## src/dcff_pkg.sv

```systemverilog
/*
  Package for the flag-timing buffer: register map, field positions, reset values,
  timing constants and the flag carrier type.
  Assumes a single 100 MHz clock and a plain strobe register port.
*/
`default_nettype none
package dcff_pkg;
  // ==========================================================================
  // Sizes
  // ==========================================================================
  localparam int DCFF_WIDTH = 18;
  localparam int DCFF_DEPTH = 8;
  localparam int DCFF_CNT_W = 4;
  localparam int DCFF_OFF_W = 4;
  localparam int DCFF_ADDR_W = 4;
  localparam int DCFF_BUS_W = 32;

  // ==========================================================================
  // Register map (byte addresses)
  // ==========================================================================
  localparam logic [DCFF_ADDR_W-1:0] DCFF_CTRL_ADDR = 4'h0;
  localparam logic [DCFF_ADDR_W-1:0] DCFF_EOFF_ADDR = 4'h4;
  localparam logic [DCFF_ADDR_W-1:0] DCFF_FOFF_ADDR = 4'h8;
  localparam logic [DCFF_ADDR_W-1:0] DCFF_STAT_ADDR = 4'hc;

  localparam int DCFF_CTRL_ASYNC_BIT = 0;
  localparam int DCFF_CTRL_HIZ_BIT = 1;

  localparam int DCFF_STAT_EMPTY_BIT = 0;
  localparam int DCFF_STAT_AE_BIT = 1;
  localparam int DCFF_STAT_HALF_BIT = 2;
  localparam int DCFF_STAT_AF_BIT = 3;
  localparam int DCFF_STAT_FULL_BIT = 4;
  localparam int DCFF_STAT_VALID_BIT = 5;
  localparam int DCFF_STAT_CNT_LSB = 8;

  // ==========================================================================
  // Reset values
  // ==========================================================================
  localparam logic [DCFF_OFF_W-1:0] DCFF_EOFF_RESET = 4'h1;
  localparam logic [DCFF_OFF_W-1:0] DCFF_FOFF_RESET = 4'h1;
  localparam logic [DCFF_WIDTH-1:0] DCFF_Q_RESET = 18'h00000;
  localparam logic [DCFF_CNT_W-1:0] DCFF_CNT_ZERO = 4'h0;
  localparam logic [DCFF_CNT_W-1:0] DCFF_CNT_ONE = 4'h1;
  localparam logic [DCFF_CNT_W-1:0] DCFF_CNT_FULL = 4'h8;
  localparam logic [DCFF_CNT_W-1:0] DCFF_CNT_HALF = 4'h4;

  // ==========================================================================
  // Timing
  // ==========================================================================
  localparam int DCFF_CLK_PERIOD_NS = 10;
  localparam int DCFF_FLAG_DELAY_NS = 8;
  localparam int DCFF_FLAG_EXTRA_NS = 5;
  localparam int DCFF_SETTLE_CYC_I =
    (DCFF_FLAG_DELAY_NS + DCFF_FLAG_EXTRA_NS + DCFF_CLK_PERIOD_NS - 1) / DCFF_CLK_PERIOD_NS;
  localparam logic [3:0] DCFF_SETTLE_CYC = 4'(DCFF_SETTLE_CYC_I);
  localparam logic [3:0] DCFF_SETTLE_ZERO = 4'h0;
  localparam logic [3:0] DCFF_SETTLE_ONE = 4'h1;

  // ==========================================================================
  // Flag carrier
  // ==========================================================================
  typedef struct packed {
    logic full_flag;
    logic almost_full_flag;
    logic half_level_flag;
    logic almost_empty_flag;
    logic empty_flag;
  } dcff_flags_type;

  localparam dcff_flags_type DCFF_FLAGS_RESET = 5'h03;
endpackage : dcff_pkg
`default_nettype wire

```

## src/dcff_fifo.sv

```systemverilog
/*
  Eight-word storage with valid and ready on both sides and a registered read port.
  Assumes one clock and an active-low asynchronous reset.
*/
`timescale 1ns/1ns
`default_nettype none
module dcff_fifo #(
  parameter int WIDTH = 18,
  parameter int DEPTH = 8
) (
  input wire logic clk_i,
  input wire logic rst_n_i,
  input wire logic in_valid_i,
  input wire logic [WIDTH-1:0] in_data_i,
  output logic in_ready_o,
  input wire logic out_ready_i,
  output logic out_valid_o,
  output logic [WIDTH-1:0] out_data_o,
  output logic [$clog2(DEPTH+1)-1:0] count_o
);
  localparam int PW = $clog2(DEPTH);
  localparam int CW = $clog2(DEPTH+1);
  localparam logic [CW-1:0] FULL_CNT = CW'(DEPTH);
  localparam logic [PW-1:0] LAST_PTR = PW'(DEPTH - 1);

  logic [WIDTH-1:0] mem_reg [DEPTH];
  logic [PW-1:0] wr_ptr_reg;
  logic [PW-1:0] rd_ptr_reg;
  logic [CW-1:0] cnt_reg;
  logic push;
  logic pop;

  assign in_ready_o = (cnt_reg != FULL_CNT);
  assign out_valid_o = (cnt_reg != '0);
  assign count_o = cnt_reg;
  assign push = in_valid_i && in_ready_o;
  assign pop = out_ready_i && out_valid_o;

  function automatic logic [PW-1:0] step(input logic [PW-1:0] p);
    step = (p == LAST_PTR) ? '0 : PW'(p + 1'b1);
  endfunction : step

  // ==========================================================================
  // Storage
  // ==========================================================================
  always_ff @(posedge clk_i) begin
    if (push) begin
      mem_reg[wr_ptr_reg] <= in_data_i;
    end
  end

  always_ff @(posedge clk_i or negedge rst_n_i) begin
    if (!rst_n_i) begin
      out_data_o <= '0;
    end else if (pop) begin
      out_data_o <= mem_reg[rd_ptr_reg];
    end
  end

  // ==========================================================================
  // Pointers and count
  // ==========================================================================
  always_ff @(posedge clk_i or negedge rst_n_i) begin
    if (!rst_n_i) begin
      wr_ptr_reg <= '0;
      rd_ptr_reg <= '0;
      cnt_reg <= '0;
    end else begin
      if (push) begin
        wr_ptr_reg <= step(wr_ptr_reg);
      end
      if (pop) begin
        rd_ptr_reg <= step(rd_ptr_reg);
      end
      cnt_reg <= CW'(cnt_reg + CW'(push) - CW'(pop));
    end
  end
endmodule : dcff_fifo
`default_nettype wire

```

## src/dcff_top.sv

```systemverilog
/*
  Flag-timing buffer: 18-bit stream buffer with full, empty, half-level and
  programmable almost flags, output drive control and a strobe register port.
  Assumes writer, reader and software all run on clk_i and drive inputs
  synchronously to it.
*/
// Chosen here: strobed register access and the register addresses.
// How it works
// Full releases on edge after freeing read.
// Empty releases on edge after landing write.
// Synchronous almost-empty moves on following clock edge.
// Reset works with clock running throughout.
// After reset data low, or undriven if disabled.
// First word follows empty release by one read.
// First-word latency counted only at empty boundary.
// Read at almost-empty edge leaves offset words.
// Write at almost-full edge leaves full-minus-offset words.
// Asynchronous almost flags invalid until settle time.
// Writes ignored while full.
// Reads ignored while empty.
// Sync mode: flags update on their own edges.
// Almost flag when count within offset of boundary.
// Count visibility staged so release never early.
`timescale 1ns/1ns
`default_nettype none
module dcff_top
  import dcff_pkg::*;
(
  input wire logic clk_i,
  input wire logic rst_n_i,
  input wire logic wr_en_i,
  input wire logic [DCFF_WIDTH-1:0] wr_data_i,
  output logic wr_ready_o,
  input wire logic rd_en_i,
  output logic [DCFF_WIDTH-1:0] q_o,
  output logic q_oe_o,
  output logic q_valid_o,
  output logic full_flag_o,
  output logic empty_flag_o,
  output logic almost_full_flag_o,
  output logic almost_empty_flag_o,
  output logic half_level_flag_o,
  input wire logic [DCFF_ADDR_W-1:0] reg_addr_i,
  input wire logic [DCFF_BUS_W-1:0] reg_wdata_i,
  input wire logic reg_wr_i,
  input wire logic reg_rd_i,
  output logic [DCFF_BUS_W-1:0] reg_rdata_o
);
  // ==========================================================================
  // Declarations
  // ==========================================================================
  logic async_mode_reg;
  logic hiz_reg;
  logic [DCFF_OFF_W-1:0] eoff_reg;
  logic [DCFF_OFF_W-1:0] foff_reg;
  logic [3:0] settle_reg;
  logic [3:0] settle_next;
  dcff_flags_type flags_reg;
  dcff_flags_type flags_next;
  logic [DCFF_CNT_W-1:0] fifo_cnt;
  logic [DCFF_CNT_W-1:0] cnt_next;
  logic [DCFF_WIDTH-1:0] fifo_data;
  logic fifo_in_ready;
  logic fifo_out_valid;
  logic push;
  logic pop;
  logic q_valid_reg;
  logic [DCFF_BUS_W-1:0] rdata_reg;
  logic off_write;

  // ==========================================================================
  // Flag evaluation
  // ==========================================================================
  function automatic dcff_flags_type eval_flags(input logic [DCFF_CNT_W-1:0] cnt,
                                                input logic [DCFF_OFF_W-1:0] eoff,
                                                input logic [DCFF_OFF_W-1:0] foff);
    dcff_flags_type f;
    f.empty_flag = (cnt == DCFF_CNT_ZERO);
    f.full_flag = (cnt == DCFF_CNT_FULL);
    f.half_level_flag = (cnt > DCFF_CNT_HALF);
    f.almost_empty_flag = (cnt <= DCFF_CNT_W'(eoff));
    f.almost_full_flag = (cnt >= DCFF_CNT_W'(DCFF_CNT_FULL - DCFF_CNT_W'(foff)));
    eval_flags = f;
  endfunction : eval_flags

  // ==========================================================================
  // Storage
  // ==========================================================================
  assign push = wr_en_i && !flags_reg.full_flag && fifo_in_ready;
  assign pop = rd_en_i && !flags_reg.empty_flag && fifo_out_valid;

  dcff_fifo #(
    .WIDTH(DCFF_WIDTH),
    .DEPTH(DCFF_DEPTH)
  ) u_fifo (
    .clk_i(clk_i),
    .rst_n_i(rst_n_i),
    .in_valid_i(push),
    .in_data_i(wr_data_i),
    .in_ready_o(fifo_in_ready),
    .out_ready_i(pop),
    .out_valid_o(fifo_out_valid),
    .out_data_o(fifo_data),
    .count_o(fifo_cnt)
  );

  // ==========================================================================
  // Flags
  // ==========================================================================
  always_comb begin
    cnt_next = DCFF_CNT_W'(fifo_cnt + DCFF_CNT_W'(push) - DCFF_CNT_W'(pop));
    flags_next = eval_flags(cnt_next, eoff_reg, foff_reg);
  end

  // Flags settle on the edge right after the causing access, never earlier.
  always_ff @(posedge clk_i or negedge rst_n_i) begin
    if (!rst_n_i) begin
      flags_reg <= DCFF_FLAGS_RESET;
    end else begin
      flags_reg.full_flag <= flags_next.full_flag;
      flags_reg.empty_flag <= flags_next.empty_flag;
      flags_reg.half_level_flag <= flags_next.half_level_flag;
      flags_reg.almost_empty_flag <= flags_next.almost_empty_flag;
      flags_reg.almost_full_flag <= flags_next.almost_full_flag;
    end
  end

  // Counts down after an offset write while asynchronous almost flags are unsettled.
  always_comb begin
    settle_next = settle_reg;
    if (off_write && async_mode_reg) begin
      settle_next = DCFF_SETTLE_CYC;
    end else if (settle_reg != DCFF_SETTLE_ZERO) begin
      settle_next = 4'(settle_reg - DCFF_SETTLE_ONE);
    end
  end

  always_ff @(posedge clk_i or negedge rst_n_i) begin
    if (!rst_n_i) begin
      settle_reg <= DCFF_SETTLE_ZERO;
    end else begin
      settle_reg <= settle_next;
    end
  end

  // ==========================================================================
  // Read data
  // ==========================================================================
  // The word leaves the buffer's output register on the read edge itself.
  always_ff @(posedge clk_i or negedge rst_n_i) begin
    if (!rst_n_i) begin
      q_valid_reg <= 1'b0;
    end else begin
      q_valid_reg <= pop;
    end
  end

  // ==========================================================================
  // Register port
  // ==========================================================================
  assign off_write = reg_wr_i &&
    ((reg_addr_i == DCFF_EOFF_ADDR) || (reg_addr_i == DCFF_FOFF_ADDR));

  always_ff @(posedge clk_i or negedge rst_n_i) begin
    if (!rst_n_i) begin
      async_mode_reg <= 1'b0;
      hiz_reg <= 1'b0;
      eoff_reg <= DCFF_EOFF_RESET;
      foff_reg <= DCFF_FOFF_RESET;
    end else if (reg_wr_i) begin
      unique case (reg_addr_i)
        DCFF_CTRL_ADDR: begin
          async_mode_reg <= reg_wdata_i[DCFF_CTRL_ASYNC_BIT];
          hiz_reg <= reg_wdata_i[DCFF_CTRL_HIZ_BIT];
        end
        DCFF_EOFF_ADDR: begin
          eoff_reg <= reg_wdata_i[DCFF_OFF_W-1:0];
        end
        DCFF_FOFF_ADDR: begin
          foff_reg <= reg_wdata_i[DCFF_OFF_W-1:0];
        end
        default: begin
        end
      endcase
    end
  end

  always_ff @(posedge clk_i or negedge rst_n_i) begin
    if (!rst_n_i) begin
      rdata_reg <= '0;
    end else if (reg_rd_i) begin
      rdata_reg <= '0;
      unique case (reg_addr_i)
        DCFF_CTRL_ADDR: begin
          rdata_reg[DCFF_CTRL_ASYNC_BIT] <= async_mode_reg;
          rdata_reg[DCFF_CTRL_HIZ_BIT] <= hiz_reg;
        end
        DCFF_EOFF_ADDR: begin
          rdata_reg[DCFF_OFF_W-1:0] <= eoff_reg;
        end
        DCFF_FOFF_ADDR: begin
          rdata_reg[DCFF_OFF_W-1:0] <= foff_reg;
        end
        DCFF_STAT_ADDR: begin
          rdata_reg[DCFF_STAT_EMPTY_BIT] <= flags_reg.empty_flag;
          rdata_reg[DCFF_STAT_AE_BIT] <= flags_reg.almost_empty_flag;
          rdata_reg[DCFF_STAT_HALF_BIT] <= flags_reg.half_level_flag;
          rdata_reg[DCFF_STAT_AF_BIT] <= flags_reg.almost_full_flag;
          rdata_reg[DCFF_STAT_FULL_BIT] <= flags_reg.full_flag;
          rdata_reg[DCFF_STAT_VALID_BIT] <= (settle_reg == DCFF_SETTLE_ZERO);
          rdata_reg[DCFF_STAT_CNT_LSB +: DCFF_CNT_W] <= fifo_cnt;
        end
        default: begin
        end
      endcase
    end else begin
      rdata_reg <= '0;
    end
  end

  // ==========================================================================
  // Outputs
  // ==========================================================================
  // The buffer's output register resets low and holds the last word while empty.
  assign q_o = fifo_data;
  assign q_valid_o = q_valid_reg;
  assign full_flag_o = flags_reg.full_flag;
  assign empty_flag_o = flags_reg.empty_flag;
  assign almost_full_flag_o = flags_reg.almost_full_flag;
  assign almost_empty_flag_o = flags_reg.almost_empty_flag;
  assign half_level_flag_o = flags_reg.half_level_flag;
  assign reg_rdata_o = rdata_reg;

  always_ff @(posedge clk_i or negedge rst_n_i) begin
    if (!rst_n_i) begin
      q_oe_o <= 1'b1;
      wr_ready_o <= 1'b1;
    end else begin
      q_oe_o <= !hiz_reg;
      wr_ready_o <= !flags_next.full_flag;
    end
  end
endmodule : dcff_top
`default_nettype wire

```

## config.mk

```make
export PLATFORM = sky130hd
export DESIGN_NAME = dcff_top
export DESIGN_NICKNAME = d
export VERILOG_FILES = /design/src/dcff_pkg.sv /design/src/dcff_fifo.sv /design/src/dcff_top.sv
export SDC_FILE = /design/constraint.sdc
export NUM_CORES = 1
export LEC_CHECK = 0
export BUFFER_PORTS_ARGS = -buffer_cell sky130_fd_sc_hd__clkbuf_2
export CORE_AREA = 2 2 125 127
export CTS_BUF_LIST = sky130_fd_sc_hd__clkbuf_8 sky130_fd_sc_hd__clkbuf_16
export DETAILED_ROUTE_END_ITERATION = 6
export DIE_AREA = 0 0 127 129
export GPL_TIMING_DRIVEN = 1
export PLACE_DENSITY = 0.9
export RECOVER_POWER = 25
export SETUP_SLACK_MARGIN = 0.05
export SLEW_MARGIN = 0
export SYNTH_ARGS = -nofsm -noshare
export SYNTH_HDL_FRONTEND = slang
export SYNTH_SLANG_ARGS = --single-unit
```

## constraint.sdc

```tcl
create_clock -name clk_i -period 8.93 [get_ports clk_i]
set_input_delay 1.786 -clock clk_i [delete_from_list [all_inputs] [get_ports clk_i]]
set_output_delay 1.786 -clock clk_i [all_outputs]
set_load 0.01 [all_outputs]
```

==> impl_metrics.json, run 1 <==
{
  "start_util": 0.564,
  "status": "complete, no violations",
  "cts_root_buf": "clkbuf_16",
  "port_buffers": 67,
  "core.rowCount": 45,
  "vias_per_cell": 5.68,
  "required_ns": 9.37,
  "syn_area_um2": 8450,
  "hold_ws_ns": 0.422,
  "cp.depth": 13,
  "hpwl_mm": 9.56,
  "numCtsBuffers": 22,
  "ctsResizeCount": 0,
  "gp_congestion": 0.828,
  "crit_path_end": "almost_empty_flag_o$_DFF_PN1_",
  "path_clk_slew_ns": 0.05,
  "fin_setup_tns_ns": 0,
  "wirelength_mm": 15.7,
  "maxCapViolCount": 0,
  "cts.htree.levels": 1,
  "finalCriticalPeriod_ns": 3.92,
  "grt_overflow": 0,
  "reg2reg_from": "u_fifo.count_o[1]$_DFF_PN0_",
  "syn_avg_cell_area_um2": 17.3,
  "clock_latency_ns": 0.51,
  "layout_worst_path_cycle_share": 0.439,
  "finClkSkew_ns": 0.0163,
  "reg2reg_to": "almost_empty_flag_o$_DFF_PN1_",
  "io_pins": 118,
  "rrSetupSlack_ns": 5.74,
  "crit_fanout": 6,
  "path_delay_family": "adder cells",
  "vias": 4413,
  "cts.hold.buffers_added": 0,
  "slew_violations": 0,
  "ant_nets": 0,
  "ys_ff_latch": 204,
  "multi_input_area_um2": 2370,
  "fmax_mhz": 255,
  "relSlewSlack": 0.429,
  "syn_to_final_growth_pct": 14.3,
  "final_common_cell": "edfxtp_1",
  "mostFrequentLayoutCells": "edfxtp_1 (144), dfrtp_1 (52), clkbuf_2 (52)",
  "antenna_found_initial": 0,
  "cts_sinks": 204,
  "fp.coreArea_um2": 15000,
  "fin_nets": 654,
  "grt_usage": 0.198,
  "dieArea_um2": 16400,
  "drc": 0,
  "grt_pass1_vias": 4640,
  "r2r_cells": 12,
  "firstDrtPassIters": 5,
  "synth.largest_area_cell": "edfxtp_1",
  "dieWidth_um": 127,
  "crit_top_cell": "ha_1",
  "hold_viol": 0,
  "diodes": 0,
  "hold_class": "reg -> reg",
  "wire_per_inst_um": 20.3,
  "post_cts_buffers": 0,
  "ys_seq_area_frac": 0.691,
  "p_per_area_nw_per_um2": 335,
  "path_cells": "clkbuf_2, nand2b_1, a21oi_4, ha_1, inv_1, ha_1, a21o_1, a21oi_1, xor2_1, ha_1, and3_1, a221oi_1, a21o_1",
  "worst-setup-path-type": "in -> reg",
  "regArea_um2": 5840,
  "largest_reg_flops": 144,
  "end_kind": "register",
  "critPathBufInv": 2,
  "ir_drop_mv": 0.228,
  "synth_area_leaders": "edfxtp_1 (51%), dfrtp_1 (16%), mux4_2 (6.9%), mux4_1 (3.1%), ha_1 (2.8%)",
  "cts_tree": "done",
  "clock_path_buffers": 3,
  "ys_warn_count": 0,
  "drt_first_iter_violations": 330,
  "crit_arrival_ns": 4.37,
  "crit_path_max_incr_delay_ns": 0.44,
  "synth-edff-count": 144,
  "synth-main-ff-cell": "edfxtp_1",
  "crit_path_start_kind": "input pin",
  "p_leak_nw": 3.74,
  "grt_max_degree": 61,
  "cp_slowest_cell": "xor2_1",
  "ys_types": 46,
  "grt_pass1_wl_mm": 24.7,
  "grt_setup_unrepaired": "false",
  "ys_async_sr_fraction": 0.294,
  "layout-drive-gt1-share": 0.265,
  "nFillCells": 1023,
  "yosys.area.top_type_share": 0.512,
  "crit_path_start": "rd_en_i",
  "setup_viol": 0,
  "die_h_um": 129,
  "worst_pin_slew_ns": 0.857,
  "syn_inst": 488
}
## kinds of logic after synthesis
group | count (synthesis) | share of synthesized area
adders and majority gates | 24 | 0.0367
muxes | 69 | 0.142
other | 1 | 0.000444
AOI/OAI and AO/OA | 41 | 0.0284
buffers and inverters | 59 | 0.0428
xor gates and xnor gates | 9 | 0.0110
DFF | 204 | 0.691
and+or+nand+nor | 81 | 0.0481
## area by class of cell
type | count | area share
clock inverters | 15 | 0.0149
repair buffers | 79 | 0.0421
clock buffers | 25 | 0.0613
well taps | 188 | 0.0244
inverters | 20 | 0.00778
multi-input cells | 246 | 0.245
flip-flops and latches | 204 | 0.604
## metrics by stage
stage / cells / instance area, µm² / worst slack (ns) / utilization / power [mW]
floorplan: 509 / 8520 / 4.27 / - / 2.09
global placement: 737 / 8940 / 4.60 / 0.597 / 2.29
detailed placement: 737 / 8940 / 4.56 / 0.597 / 2.36
CTS: 777 / 9670 / 5.05 / 0.646 / 3.27
global route: 777 / 9660 / 4.83 / 0.645 / 3.41
finish: 777 / 9660 / 5.01 / 0.645 / 3.23
## worst min path at each step
stage,endpoint,start,cells after the start,slack [ns]
2_1_floorplan,q_oe_o$_DFF_PN1_,hiz_reg$_DFFE_PN0P_,1,0.37
3_3_place_gp,q_oe_o$_DFF_PN1_,hiz_reg$_DFFE_PN0P_,1,0.38
3_5_place_dp,q_oe_o$_DFF_PN1_,hiz_reg$_DFFE_PN0P_,1,0.40
4_1_cts,q_oe_o$_DFF_PN1_,hiz_reg$_DFFE_PN0P_,1,0.42
5_1_grt,q_oe_o$_DFF_PN1_,hiz_reg$_DFFE_PN0P_,1,0.44
6_report,q_oe_o$_DFF_PN1_,hiz_reg$_DFFE_PN0P_,1,0.42
## power by group
| group | switching [mW] | leakage [nW] | internal, mW |
|---|---|---|---|
| registers | 0.135 | 2.02 | 1.22 |
| clock network | 0.362 | 0.374 | 0.535 |
| logic | 0.502 | 1.35 | 0.478 |
| total | 0.999 | 3.74 | 2.24 |
## worst register-to-register path, stage by stage (launching register included)
cell      delay [ns]
dfrtp_1         0.45
nor2_1          0.32
a21oi_4         0.11
ha_1            0.23
inv_1           0.11
ha_1            0.25
a21o_1          0.16
a21oi_1         0.17
xor2_1          0.44
ha_1            0.34
and3_1          0.18
a221oi_1        0.25
a21o_1          0.12
## layer usage
metal,vias to the layer above,track usage,part of all wire
met1,2222,0.242,0.39
met5,-,0,0
met3,29,0.0378,0.059
met2,184,0.362,0.53
li1,1978,-,-
met4,0,0.0569,0.023
## Yosys cell counts, drive strengths merged (3+ instances only)
master,n
clkbuf,4
and2,6
xnor2,4
nor3,7
mux2,15
inv,20
edfxtp,144
nand2b,8
buf,35
nor2,32
ha,19
o21ai,5
mux4,36
nand2,12
mux2i,18
dfstp,6
xor2,4
a21o,5
dfrtp,54
maj3,3
a21oi,25
Note: power is estimated with default switching activity, not from simulation.
==> inputs of run 2 (changes only) <==
==> constraint.sdc (replaced) <==
create_clock -name clk_i -period 3.9 [get_ports clk_i]
set_input_delay 0.78 -clock clk_i [delete_from_list [all_inputs] [get_ports clk_i]]
set_output_delay 0.78 -clock clk_i [all_outputs]
set_load 0.01 [all_outputs]
==> impl_metrics.json, run 2 (synthesis results as in run 1) <==
{
  "status": "complete, no violations",
  "grt_usage": 0.205,
  "numCtsBuffers": 21,
  "clock_path_buffers": 3,
  "cts.hold.buffers_added": 0,
  "die_h_um": 129,
  "hold_class": "in -> async",
  "diodes": 0,
  "fin_setup_tns_ns": 0,
  "post_cts_buffers": 0,
  "core.rowCount": 45,
  "end_kind": "register",
  "ant_nets": 0,
  "gp_congestion": 0.796,
  "required_ns": 4.28,
  "relSlewSlack": 0.350,
  "crit_path_start_kind": "register",
  "cts_sinks": 204,
  "slew_violations": 0,
  "grt_pass1_wl_mm": 25.4,
  "io_pins": 118,
  "maxCapViolCount": 0,
  "start_util": 0.564,
  "fin_nets": 658,
  "hold_viol": 0,
  "cts_root_buf": "clkbuf_16",
  "crit_arrival_ns": 3.49,
  "path_clk_slew_ns": 0.07,
  "cts_tree": "done",
  "clock_latency_ns": 0.50,
  "syn_to_final_growth_pct": 14.2,
  "final_common_cell": "edfxtp_1",
  "p_per_area_nw_per_um2": 761,
  "grt_overflow": 0,
  "firstDrtPassIters": 4,
  "mostFrequentLayoutCells": "edfxtp_1 (144), dfrtp_1 (52), clkbuf_2 (52)",
  "layout_worst_path_cycle_share": 0.797,
  "vias": 4444,
  "hpwl_mm": 10.2,
  "worst_pin_slew_ns": 0.975,
  "crit_fanout": 5,
  "dieArea_um2": 16400,
  "layout-drive-gt1-share": 0.272,
  "drt_first_iter_violations": 283,
  "port_buffers": 67,
  "grt_setup_unrepaired": "false",
  "final_cell_area_um2": 9640,
  "fmax_mhz": 322,
  "ir_drop_mv": 0.586,
  "cts.htree.levels": 1,
  "antenna_found_initial": 0,
  "fp.coreArea_um2": 15000,
  "grt_pass1_vias": 4591,
  "finClkSkew_ns": 0.0133,
  "finalCriticalPeriod_ns": 3.11,
  "dieWidth_um": 127,
  "ctsResizeCount": 0,
  "largest_reg_flops": 144,
  "dpl_cell_area_um2": 8990,
  "drc": 0,
  "setup_viol": 0,
  "worst-setup-path-type": "reg -> reg",
  "vias_per_cell": 5.70,
  "wirelength_mm": 16.0,
  "nFillCells": 1008,
  "p_leak_nw": 3.74,
  "grt_max_degree": 41,
  "wire_per_inst_um": 20.6
}
-- run 2: through the flow --
stage               setup slack (ns)  cells  utilization  power [mW]  hold slack [ns]
finish                         0.792    780        0.644        7.34            0.357
global route                   0.545    780        0.644        7.75            0.410
CTS                            0.776    780        0.645        7.41            0.372
detailed placement             0.589    742        0.600        5.47            0.400
global placement               0.614    742        0.600        5.30            0.384
floorplan                      0.250    509            -        4.80            0.366
-- run 2: area by class of cell --
cell class / instances / area (µm²) / area share
timing repair buffer: 84 / 457 / 0.0474
tap: 188 / 235 / 0.0244
multi-input combinational: 246 / 2370 / 0.246
clock inverter: 12 / 77.6 / 0.00805
sequential: 204 / 5840 / 0.605
inverter: 20 / 75.1 / 0.00779
clock buffer: 26 / 594 / 0.0616
-- run 2: path summary, 6_finish.rpt --
check | start | to | slack, ns | cells after the start
hold / removal | rst_n_i | u_fifo.count_o[0]$_DFF_PN0_ | 0.36 | 1
setup / recovery | u_fifo.count_o[1]$_DFF_PN0_ | almost_full_flag_o$_DFF_PN0_ | 0.79 | 10
min in group clk_i | hiz_reg$_DFFE_PN0P_ | q_oe_o$_DFF_PN1_ | 0.41 | 1
max in group asynchronous | rst_n_i | foff_reg[0]$_DFFE_PN1P_ | 2.81 | 2
hold reg to reg | hiz_reg$_DFFE_PN0P_ | q_oe_o$_DFF_PN1_ | 0.41 | 1
setup reg to reg | u_fifo.count_o[1]$_DFF_PN0_ | almost_full_flag_o$_DFF_PN0_ | 0.79 | 10
-- run 2: report_power, final --
| part | total (mW) | leakage, nW | internal [mW] | switching, mW |
|---|---|---|---|---|
| Clock | 1.90 | 0.341 | 1.09 | 0.810 |
| Combinational | 2.22 | 1.38 | 1.14 | 1.08 |
| Sequential | 3.21 | 2.02 | 2.80 | 0.419 |
-- run 2: metal layers --
layer  vias to the layer above  wire, µm  track usage
li1                       1981         -            -
met1                      2254      6280        0.257
met2                       178      8420        0.371
met3                        31       989       0.0416
met4                         0       337       0.0537
met5                         -         0            0
-- run 2: critical path: stages, from the launching register on --
cell and delay [ns]:
dfrtp_1 0.44, nor2_1 0.31, a21oi_4 0.10, ha_1 0.28
inv_1 0.05, ha_1 0.22, fa_1 0.49, ha_1 0.31
a21o_1 0.15, maj3_1 0.33, maj3_2 0.31
